### config.mk
export PLATFORM = sky130hd
export DESIGN_NAME = pmbus_alert_mask_output_voltage_format
export DESIGN_NICKNAME = d
export VERILOG_FILES = /design/src/rtl/pmbus_mask_pkg.sv /design/src/rtl/alert_gate.sv /design/src/rtl/pmbus_alert_mask_output_voltage_format.sv
export SDC_FILE = /design/constraint.sdc
export NUM_CORES = 1
export LEC_CHECK = 0
export BUFFER_PORTS_ARGS = -buffer_cell sky130_fd_sc_hd__buf_2
export CORE_MARGIN = 5
export CORE_UTILIZATION = 45
export CTS_CLUSTER_SIZE = 8
export DETAILED_ROUTE_END_ITERATION = 12
export GPL_ROUTABILITY_DRIVEN = 0
export HOLD_SLACK_MARGIN = 0.05
export PLACE_DENSITY = 0.76
export SYNTH_ARGS = -nofsm -noshare
export SYNTH_HDL_FRONTEND = slang
export SYNTH_SLANG_ARGS = --single-unit
### constraint.sdc
create_clock -name clk_sys_i -period 2.1 [get_ports clk_sys_i]
set_clock_uncertainty 0.2 [all_clocks]
set_input_delay 0.105 -clock clk_sys_i [delete_from_list [all_inputs] [get_ports clk_sys_i]]
set_output_delay 0.105 -clock clk_sys_i [all_outputs]
set_load 0.02 [all_outputs]
### src/rtl/pmbus_mask_pkg.sv
// Purpose: Shared constants for the alert mask and output format registers
// Assumes: Byte-wide command interface from an upstream PMBus engine
// Notes: Reset values stand in for nonvolatile defaults
package pmbus_mask_pkg;
  // ==========================================================
  // Command codes
  // ==========================================================
  localparam logic [7:0] CMD_ALERT_MASK = 8'h1B; // Shared mask command
  localparam logic [7:0] CMD_VOUT_FORMAT = 8'h20; // Output format command
  localparam logic [7:0] SEL_OTHER_GROUP = 8'h7F; // Other status group selector
  localparam logic [7:0] SEL_VENDOR_GROUP = 8'h80; // Vendor status group selector
  // ==========================================================
  // Field layout
  // ==========================================================
  localparam int FIRST_ALERT_BIT = 0;
  localparam int POR_BIT = 7;
  localparam int SELF_BIT = 6;
  localparam int RESET_EV_BIT = 3;
  localparam int BACKCH_BIT = 2;
  localparam int SYNC_BIT = 1;
  localparam int REL_BIT = 7;
  localparam int MODE_HI = 6;
  localparam int MODE_LO = 5;
  localparam int PARAM_HI = 4;
  localparam int PARAM_LO = 0;
  // Writable vendor mask bits
  localparam logic [7:0] VENDOR_WR_MASK = 8'hCE;
  // ==========================================================
  // Reset values
  // ==========================================================
  localparam logic [7:0] OTHER_RESET = 8'h01;
  localparam logic [7:0] VENDOR_RESET = 8'hCE; // All writable bits masked
  localparam logic [1:0] MODE_LINEAR = 2'h0;
  localparam logic REL_RESET = 1'b0;
  localparam logic [4:0] PARAM_RESET = 5'h14; // Exponent -12
  localparam logic signed [4:0] EXP_MAX = -5'sd4;
  localparam logic signed [4:0] EXP_MIN = -5'sd12;
endpackage

### src/rtl/alert_gate.sv
// Purpose: Combines status conditions with their mask bits into one alert level
// Assumes: Conditions and masks are on the system clock
// Notes: Output registered so the alert pin is glitch free
module alert_gate #(
  parameter int WIDTH = 8
) (
  input wire logic clk_sys_i,
  input wire logic reset_i,
  input wire logic [WIDTH-1:0] cond_i,
  input wire logic [WIDTH-1:0] mask_i,
  output logic alert_o
);
  // ==========================================================
  // Gating per bit
  // ==========================================================
  logic [WIDTH-1:0] pass;
  genvar g;
  generate
    for (g = 0; g < WIDTH; g++) begin : g_bit
      assign pass[g] = cond_i[g] & ~mask_i[g];
    end
  endgenerate
  // Registered alert request
  always_ff @(posedge clk_sys_i) begin
    if (reset_i) begin
      alert_o <= 1'b0;
    end else begin
      alert_o <= |pass;
    end
  end
endmodule

### src/rtl/pmbus_alert_mask_output_voltage_format.sv
// Purpose: Alert mask bytes for other and vendor groups, output format byte
// Assumes: Upstream PMBus engine decodes frames into byte strobes
// Notes: Conversion of dependent output values is signalled, done elsewhere
//
// Summary of operation
// - Other mask bit 0 reads fixed one
// - Vendor mask selected by 1Bh with 80h
// - Vendor mask zero allows, one blocks alert
// - Unmasked self check may alert at power-up
// - Unmasked sync may briefly alert on enable
// - Format byte: flag, mode, parameter fields
// - Flag zero absolute, one relative format
// - Mode field read-only, resets linear
// - Exponent two's complement, -4 to -12
// - Format writable only while conversion disabled
// - Format change triggers stored value conversion
module pmbus_alert_mask_output_voltage_format (
  input wire logic clk_sys_i,
  input wire logic reset_i,
  input wire logic wr_i,                 // One-cycle write strobe
  input wire logic rd_i,                 // One-cycle read strobe
  input wire logic [7:0] cmd_i,          // Command code
  input wire logic [7:0] sel_i,          // Group selector, first data byte
  input wire logic [7:0] wdata_i,        // Write data byte
  input wire logic conv_enable_i,        // Output conversion enabled
  input wire logic [7:0] vendor_status_i, // Vendor status conditions
  output logic [7:0] rdata_o,            // Read data byte
  output logic rvalid_o,                 // Read data valid pulse
  output logic cmd_error_o,              // Unsupported access pulse
  output logic alert_o,                  // Alert request, active high
  output logic relative_format_flag_o,   // Current format flag
  output logic [4:0] exponent_o,         // Current exponent
  output logic format_change_o           // Convert stored values pulse
);
  // ==========================================================
  // Storage
  // ==========================================================
  logic [7:0] vendor_mask; // Writable vendor mask bits
  logic relative_format_flag; // Format flag
  logic [4:0] exponent; // Exponent parameter
  logic hit_vendor; // Vendor mask addressed
  logic hit_other; // Other mask addressed
  logic hit_format; // Format byte addressed
  logic exp_ok; // Written exponent within range
  logic mode_ok; // Written mode field is linear
  logic fmt_accept; // Format write taken this edge
  logic [7:0] format_byte; // Assembled format byte
  // Decode by if chain
  always_comb begin
    // Nothing addressed by default
    hit_vendor = 1'b0;
    hit_other = 1'b0;
    hit_format = 1'b0;
    if (cmd_i == pmbus_mask_pkg::CMD_ALERT_MASK && sel_i == pmbus_mask_pkg::SEL_VENDOR_GROUP) begin
      hit_vendor = 1'b1;
    end else if (cmd_i == pmbus_mask_pkg::CMD_ALERT_MASK && sel_i == pmbus_mask_pkg::SEL_OTHER_GROUP) begin
      // Other group, read-only byte
      hit_other = 1'b1;
    end else if (cmd_i == pmbus_mask_pkg::CMD_VOUT_FORMAT) begin
      // Format byte, selector ignored
      hit_format = 1'b1;
    end
  end
  assign exp_ok = ($signed(wdata_i[pmbus_mask_pkg::PARAM_HI:pmbus_mask_pkg::PARAM_LO]) <= pmbus_mask_pkg::EXP_MAX) &&
                  ($signed(wdata_i[pmbus_mask_pkg::PARAM_HI:pmbus_mask_pkg::PARAM_LO]) >= pmbus_mask_pkg::EXP_MIN);
  // only the linear mode code is taken
  assign mode_ok = (wdata_i[pmbus_mask_pkg::MODE_HI:pmbus_mask_pkg::MODE_LO] == pmbus_mask_pkg::MODE_LINEAR);
  // one qualifier shared by store, pulse and error
  assign fmt_accept = wr_i && hit_format && !conv_enable_i && exp_ok && mode_ok;
  // byte layout with fixed linear mode
  assign format_byte = {relative_format_flag, pmbus_mask_pkg::MODE_LINEAR, exponent};
  // ==========================================================
  // Vendor mask register
  // ==========================================================
  // Only writable bits stored; unsupported bits stay zero
  always_ff @(posedge clk_sys_i) begin
    if (reset_i) begin
      vendor_mask <= pmbus_mask_pkg::VENDOR_RESET;
    end else if (wr_i && hit_vendor) begin
      vendor_mask <= wdata_i & pmbus_mask_pkg::VENDOR_WR_MASK;
    end
  end
  // ==========================================================
  // Format register
  // ==========================================================
  // Rejected writes leave the old value so stored values stay coherent
  always_ff @(posedge clk_sys_i) begin
    if (reset_i) begin
      relative_format_flag <= pmbus_mask_pkg::REL_RESET;
      exponent <= pmbus_mask_pkg::PARAM_RESET;
    end else if (fmt_accept) begin
      relative_format_flag <= wdata_i[pmbus_mask_pkg::REL_BIT];
      exponent <= wdata_i[pmbus_mask_pkg::PARAM_HI:pmbus_mask_pkg::PARAM_LO];
    end
  end
  always_ff @(posedge clk_sys_i) begin
    if (reset_i) begin
      format_change_o <= 1'b0;
    end else begin
      // Same-value writes need no conversion downstream
      format_change_o <= fmt_accept && (wdata_i != format_byte);
    end
  end
  // flag to downstream interpreter
  // Outputs lag storage by one edge
  always_ff @(posedge clk_sys_i) begin
    if (reset_i) begin
      relative_format_flag_o <= pmbus_mask_pkg::REL_RESET;
      exponent_o <= pmbus_mask_pkg::PARAM_RESET;
    end else begin
      relative_format_flag_o <= relative_format_flag;
      exponent_o <= exponent;
    end
  end
  // ==========================================================
  // Read path and errors
  // ==========================================================
  always_ff @(posedge clk_sys_i) begin
    if (reset_i) begin
      rdata_o <= 8'h00;
      rvalid_o <= 1'b0;
    end else begin
      // Pulse follows every read strobe
      rvalid_o <= rd_i;
      if (rd_i && hit_vendor) begin
        // Vendor mask, reserved bits already zero
        rdata_o <= vendor_mask;
      end else if (rd_i && hit_other) begin
        rdata_o <= pmbus_mask_pkg::OTHER_RESET;
      end else if (rd_i && hit_format) begin
        rdata_o <= format_byte;
      end else if (rd_i) begin
        // Unmapped read answers zero
        rdata_o <= 8'h00;
      end
    end
  end
  // Flags writes that were refused, and reads or writes that were unmapped
  always_ff @(posedge clk_sys_i) begin
    if (reset_i) begin
      cmd_error_o <= 1'b0;
    end else begin
      // Read-only other byte, refused format write, unknown target
      cmd_error_o <= (wr_i && hit_other) ||
        (wr_i && hit_format && !fmt_accept) ||
        ((wr_i || rd_i) && !hit_vendor && !hit_other && !hit_format);
    end
  end
  // ==========================================================
  // Alert gating
  // ==========================================================
  // mask gates alert
  // sync unmasked may fire
  // Reserved status bits cut before the gate
  alert_gate #(.WIDTH(8)) u_gate (
    .clk_sys_i(clk_sys_i),
    .reset_i(reset_i),
    .cond_i(vendor_status_i & pmbus_mask_pkg::VENDOR_WR_MASK),
    .mask_i(vendor_mask),
    .alert_o(alert_o)
  );
  // ==========================================================
  // Checks
  // ==========================================================
  // masked conditions stay quiet
  mask_block_a: assert property (@(posedge clk_sys_i) disable iff (reset_i)
    ((vendor_status_i & ~vendor_mask & pmbus_mask_pkg::VENDOR_WR_MASK) == 8'h00) |=> !alert_o)
    else $error("alert with all conditions masked");
  mask_pass_a: assert property (@(posedge clk_sys_i) disable iff (reset_i)
    ((vendor_status_i & ~vendor_mask & pmbus_mask_pkg::VENDOR_WR_MASK) != 8'h00) |=> alert_o)
    else $error("unmasked condition did not alert");
  other_read_a: assert property (@(posedge clk_sys_i) disable iff (reset_i)
    (rd_i && hit_other) |=> (rvalid_o && rdata_o == 8'h01))
    else $error("other mask read not one");
  vendor_rsvd_a: assert property (@(posedge clk_sys_i) disable iff (reset_i)
    (rd_i && hit_vendor) |=> ((rdata_o & 8'h31) == 8'h00))
    else $error("vendor reserved bits set");
  mode_read_a: assert property (@(posedge clk_sys_i) disable iff (reset_i)
    (rd_i && hit_format) |=> (rdata_o[6:5] == 2'h0))
    else $error("mode field not linear");
  locked_fmt_a: assert property (@(posedge clk_sys_i) disable iff (reset_i)
    (wr_i && hit_format && conv_enable_i) |=> ($stable(exponent) && $stable(relative_format_flag) && cmd_error_o))
    else $error("format changed while conversion on");
  exp_range_a: assert property (@(posedge clk_sys_i) disable iff (reset_i)
    ($signed(exponent) <= pmbus_mask_pkg::EXP_MAX) && ($signed(exponent) >= pmbus_mask_pkg::EXP_MIN))
    else $error("exponent out of range");
  fmt_change_a: assert property (@(posedge clk_sys_i) disable iff (reset_i)
    format_change_o == !$stable({relative_format_flag, exponent}))
    else $error("format change pulse mismatch");
  flag_out_a: assert property (@(posedge clk_sys_i) disable iff (reset_i)
    (rd_i && hit_format) |=> (rdata_o[7] == relative_format_flag_o && rdata_o[4:0] == exponent_o))
    else $error("flag output lags");
  other_write_a: assert property (@(posedge clk_sys_i) disable iff (reset_i)
    (wr_i && hit_other) |=> cmd_error_o)
    else $error("other mask write not refused");
  vendor_write_a: assert property (@(posedge clk_sys_i) disable iff (reset_i)
    (wr_i && hit_vendor) |=> (vendor_mask == ($past(wdata_i) & pmbus_mask_pkg::VENDOR_WR_MASK)))
    else $error("vendor mask write lost");
  fmt_store_a: assert property (@(posedge clk_sys_i) disable iff (reset_i)
    fmt_accept |=> (relative_format_flag == $past(wdata_i[pmbus_mask_pkg::REL_BIT]) &&
      exponent == $past(wdata_i[pmbus_mask_pkg::PARAM_HI:pmbus_mask_pkg::PARAM_LO])))
    else $error("format write not stored");
  bad_mode_a: assert property (@(posedge clk_sys_i) disable iff (reset_i)
    (wr_i && hit_format && !mode_ok) |=> (cmd_error_o && $stable(exponent) && !format_change_o))
    else $error("non-linear mode accepted");
endmodule

Word level (Yosys, flattened, before mapping):

Cells that the tools add are included.

* bits in registers: 29
* input port bits: 37
* output and inout port bits: 18
* word-level logic and storage cells: 65

* magnitude comparators: 2
* equal/unequal tests: 5
* multiplexer cells: 10
* bitwise operators: 10
* reduce and logical (&&, ||, !) cells: 28

Operator list (count)
* 8-bit two-way mux: 4
* 1-bit logical AND: 17
* 8-bit by 5-bit equality test with 1-bit output (second input constant): 1
* 8-bit by 6-bit equality test with 1-bit output (second input constant): 1
* 8-bit by 7-bit equality test with 1-bit output (second input constant): 1
* 8-bit equality test (second input constant): 1
* 8-bit != test: 1
* 1-bit two-way mux: 6
* 1-bit bitwise AND: 5
* 5-bit >= comparator (second input constant): 1
* 5-bit by 3-bit <= comparator with 1-bit output (second input constant): 1
* 1-bit logical NOT: 5
* 1-bit NOT: 5
* 5-bit OR reduction: 1
* 4-bit nonzero test: 1
* 1-bit logical OR: 3
* 2-bit logical NOT: 1

Longest topological paths before layout:

* depth in word-level cells: 12
* mapped depth: 5
* mapped depth without buffers: 4

Modules after synthesis:

Synthesis repeated with hierarchy kept, for this count alone.

* cells, all modules: 142
* area, all modules: 1321.3 µm²

Modules (own cells, without submodules)
* pmbus_alert_mask_output_voltage_format: times used 1, cells an instance 129, area each 1227.4 µm²
* alert_gate: times used 1, cells an instance 13, area each 93.8 µm²

Worst setup path before layout:

No wires, ideal clock.

* path kind: in2reg
* from: in sel_i[0]
* to: reg vendor_mask[1]
* arrival time: 1370 ps
* data required time: 1775 ps
* path slack: 405 ps
* stages on the path: 4
* path buffers: 0
* cells stage by stage: or4b_4 > or4_4 > o21ai_1 > nand3_1

* cells in the longest elaborated chain, start to end: 4

Ends and longest elaborated chain
* from (decl): RTL line pmbus_alert_mask_output_voltage_format.sv:23 `input wire logic [7:0] sel_i,`
* 8-bit equality test: RTL line pmbus_alert_mask_output_voltage_format.sv:54 `if (cmd_i == pmbus_mask_pkg::CMD_ALERT_MASK && sel_i == pmbus_mask_pkg::SEL_VENDOR_GROUP) begin`
* 1-bit logical AND: RTL line pmbus_alert_mask_output_voltage_format.sv:54
* 1-bit two-way mux: RTL line pmbus_alert_mask_output_voltage_format.sv:54
* 1-bit logical AND: RTL line pmbus_alert_mask_output_voltage_format.sv:79 `end else if (wr_i && hit_vendor) begin`
* to (signal assigned): RTL line pmbus_alert_mask_output_voltage_format.sv:78 `vendor_mask <= pmbus_mask_pkg::VENDOR_RESET;`
* to (signal assigned): RTL line pmbus_alert_mask_output_voltage_format.sv:80 `vendor_mask <= wdata_i & pmbus_mask_pkg::VENDOR_WR_MASK;`
* to (decl): RTL line pmbus_alert_mask_output_voltage_format.sv:38 `logic [7:0] vendor_mask;`

Every way passes these cells.
A chain may end at the register's enable or synchronous reset.

Worst setup path in the final report:

* from: in cmd_i[7]
* to: reg vendor_mask[3]

* cells in the longest elaborated chain, start to end: 4

Ends and longest elaborated chain
* from (decl): RTL line pmbus_alert_mask_output_voltage_format.sv:22 `input wire logic [7:0] cmd_i,`
* 8-bit by 5-bit equality test with 1-bit output: RTL line pmbus_alert_mask_output_voltage_format.sv:54
* 1-bit logical AND: RTL line pmbus_alert_mask_output_voltage_format.sv:54
* 1-bit two-way mux: RTL line pmbus_alert_mask_output_voltage_format.sv:54
* 1-bit logical AND: RTL line pmbus_alert_mask_output_voltage_format.sv:79

Every way passes these cells.

==> reports/results.tsv <==
stage	metric	value	unit
status	status	completed	
die	Die ar.	0.00399	mm2
cells_and_area	ratio of cells with drive above 1 in the final layout	31.7	%
logic_synthesis	Mapped Nets	175	
worst_hold_path	hold path depth	4	
sta	endpoints failing setup	0	
clock_network	Clock Path Buffers	2	
pwr	Sequential Power Share	58.9	%
global_routing	first-pass GRT wire length	5410	um
drt	Iteration-0 DRC Markers	36	
drt	WL/cell	14.0	um
pwr	pwr dens	521	mW/mm2
worst_hold_path	Hold Crit Class	input port to register	
die	IO Pins	55	
logic_synthesis	Syn Area/Cell	9.22	um2
pwr	design internal power	696	uW
logic_synthesis	Post-synth EDFFs	0	
setup_path	Reg2Reg Depth	4	
die	std cell rows	19	
cells_and_area	final net count	243	
die	Die Ht	63.2	um
clock_network	Clock Latency Late Sink	320	ps
worst_hold_path	Worst Hold Endpoint	cmd_error_o	
setup_path	worst r2r src	vendor_mask[6]	
setup_path	Critical Path Sink Type	register	
global_routing	vias in the first global route	1247	
placed_design	HPWL Detailed	2490	um
logic_synthesis	Async SR Flop Fraction	0	%
global_routing	GRT busiest layer	met2	
logic_synthesis	synthesized area	0.00127	mm2
logic_synthesis	predominant post-synthesis flop cell	dfxtp_1	
die	Core Box Area	0.00273	mm2
clock_network	Root Driver	clkbuf_4	
pwr	sw power	210	uW
sta	crit path time final	1940	ps
global_routing	antenna violations before repair	0	
clock_network	H-tree depth	1	
pwr	Comb pwr share	12.5	%
pwr	Sw Ratio	23.2	%
pwr	Clk network pwr share	28.6	%
placed_design	Inst Count DP	215	
logic_synthesis	Post-Synthesis Cells	138	
sta	relative slew slack	59.0	%
logic_synthesis	synth warn	0	
clock_network	CTS sink cnt	28	
global_routing	met1 GRT Util	19.2	%
sta	setup_tns	0	ps
logic_synthesis	synth unique cells	40	
drt	Antenna Nets Post-Route	0	
logic_synthesis	sequential element share of the synthesized area	44.1	%
global_routing	GRT Total Usage	16.1	%
sta	Slew Viols, Final	0	
logic_synthesis	#FFs+latches synth	28	
setup_path	arrival time at the worst endpoint	2010	ps
cells_and_area	final instance area	0.00174	mm2
flow_run	maxcap violations	0	
cells_and_area	final std cells w/o fill	236	
drt	TritonRoute pass-1 iters	4	
sta	Final Cycle Share	92.5	%
clock_network	Worst-path clk slew	150	ps
cells_and_area	Ant. Diodes	0	
global_routing	largest net degree at the start of global routing	24	
clock_network	CTS tree	yes	
sta	worst slew pin tran	612	ps
global_routing	gr ovfl total	0	
global_routing	met2 usage	28.5	%
die	Die W	63.2	um
setup_path	RR Endpoint	u_gate.alert_o	
drt	DR vias/cell	5.67	
placed_design	placed cell area	0.00154	mm2
sta	RSZ-0062 raised after global routing	false	
drt	# DRC	0	
global_routing	Global Route met3 Usage	3.20	%
cells_and_area	Syn-to-layout area delta	36.9	%
drt	Routed WL	3300	um
setup_path	worst-path maximum fanout	5	
setup_path	CP Data Required Time	2170	ps
setup_path	setup slack, reg-to-reg	390	ps
setup_path	WS Path Type	input port to register	
setup_path	Startpoint Class	input port	
sta	final hold vios	0	
placed_design	IO buf count	50	
pwr	Max IR drop VDD	459	uV
pwr	leakage	0.745	nW
worst_hold_path	HP Start	cmd_i[2]	
drt	DR vias	1339	
clock_network	CTS Buf Count	3	
die	starting density of the core	46.5	%
sta	FMAX	515	MHz
[area by class of cell]
class                   count  area (um2)
fillers                   233         992
repair buffers             69         435
multi-input cells          99         652
well taps                  31        38.8
inverters                   5        18.8
flip-flops and latches     28         561
clock buffers               4        36.3
[logic make-up after synthesis]
kind of cell | share of synthesized area (%)
flip-flops | 44.1
buffers and inverters | 4.72
XOR/XNOR | 4.13
other | 0.295
AO/OA/AOI/OAI | 17.9
AND/OR/NAND/NOR | 28.9
[repair_timing]
item                                    CTS  global route
hold endpoints to repair                 25             1
resized for setup                         0             0
endpoints found under the setup margin    0             0
hold buffers                             16             1
buffers inserted                          0             0
[worst max path at each step]
stage | from | end | slack [ps] | depth (start not counted)
after floorplan | sel_i[0] | vendor_mask[1] | 400 | 4
after global placement | sel_i[0] | vendor_mask[2] | 250 | 5
after detailed placement | sel_i[0] | vendor_mask[3] | 210 | 5
after CTS | cmd_i[7] | vendor_mask[3] | 160 | 6
after global routing | cmd_i[7] | vendor_mask[2] | 110 | 6
final | cmd_i[7] | vendor_mask[3] | 160 | 6
[synthesized netlist by cell type (all sizes together), types with 2 or more instances]
master  instances  area share [%]
a21oi          10             3.9
a22oi           6             3.5
and4            2             1.4
buf             3             1.6
clkbuf          3             1.7
dfxtp          28              44
inv             5             1.5
nand2           2            0.59
nand2b          2            0.98
nand3          20             7.9
nand4           4             2.5
nor2            7             2.1
nor2b           4             2.0
nor4            4             2.5
nor4b           3             3.7
o211ai          2             1.2
o21ai          10             3.9
or2             2            0.98
or4             2             1.8
xnor2           3             2.1
xor2            3             2.1
[state kept, by name, summed over array words and instances (netlist names)]
signal and cells:
cmd_error_o 1, relative_format_flag 1, u_gate.alert_o 1, rdata_o 7
exponent 5, exponent_o 5, vendor_mask 5, rvalid_o 1
relative_format_flag_o 1, format_change_o 1
[cells in the final DEF (no fill, tap or decap), types with 3 or more instances in the layout]
cell / synthesis / final
a21oi_1: 10 / 10
a22oi_1: 6 / 6
buf_2: 1 / 50
clkbuf_4: 0 / 3
dfxtp_1: 28 / 28
dlygate4sd3_1: 0 / 17
inv_1: 5 / 5
nand3_1: 20 / 20
nand4_1: 3 / 3
nor2_1: 7 / 7
nor2b_1: 4 / 4
nor4_1: 3 / 3
o21ai_1: 10 / 10
xnor2_1: 3 / 3
xor2_1: 3 / 3
[power by group through the flow]
stage / sequential [mW] / clock [mW] / combinational (mW)
after detailed placement: 0.546 / 0 / 0.0912
after CTS: 0.534 / 0.259 / 0.112
after floorplan: 0.549 / 0 / 0.0350
after global routing: 0.535 / 0.290 / 0.123
after global placement: 0.546 / 0 / 0.0884
final: 0.534 / 0.259 / 0.114
[routing by layer]
| layer | share of wire, % | wire length (um) | up-vias |
|---|---|---|---|
| met5 | 0 | 0 | - |
| met1 | 42 | 1370 | 629 |
| li1 | - | - | 651 |
| met3 | 7.6 | 251 | 4 |
| met4 | 1.5 | 48 | 0 |
| met2 | 49 | 1620 | 55 |
[worst max-delay path, stage by stage]
cell and delay, ps:
dlygate4sd3_1 530, buf_2 150, nor4b_4 320, dlygate4sd3_1 700, nand3_1 110, nand3_1 100
[metrics by stage]
stage | hold slack, ps | worst slack (ps) | total power, mW | util (%)
after floorplan | -23.4 | 405 | 0.584 | -
after global placement | 194 | 255 | 0.634 | 56.2
after detailed placement | 202 | 212 | 0.637 | 56.2
after CTS | 52.9 | 163 | 0.905 | 63.3
after global routing | 53.5 | 108 | 0.948 | 63.7
final | 47.5 | 157 | 0.907 | 63.7
No activity file was read; power rests on OpenSTA's default activity.
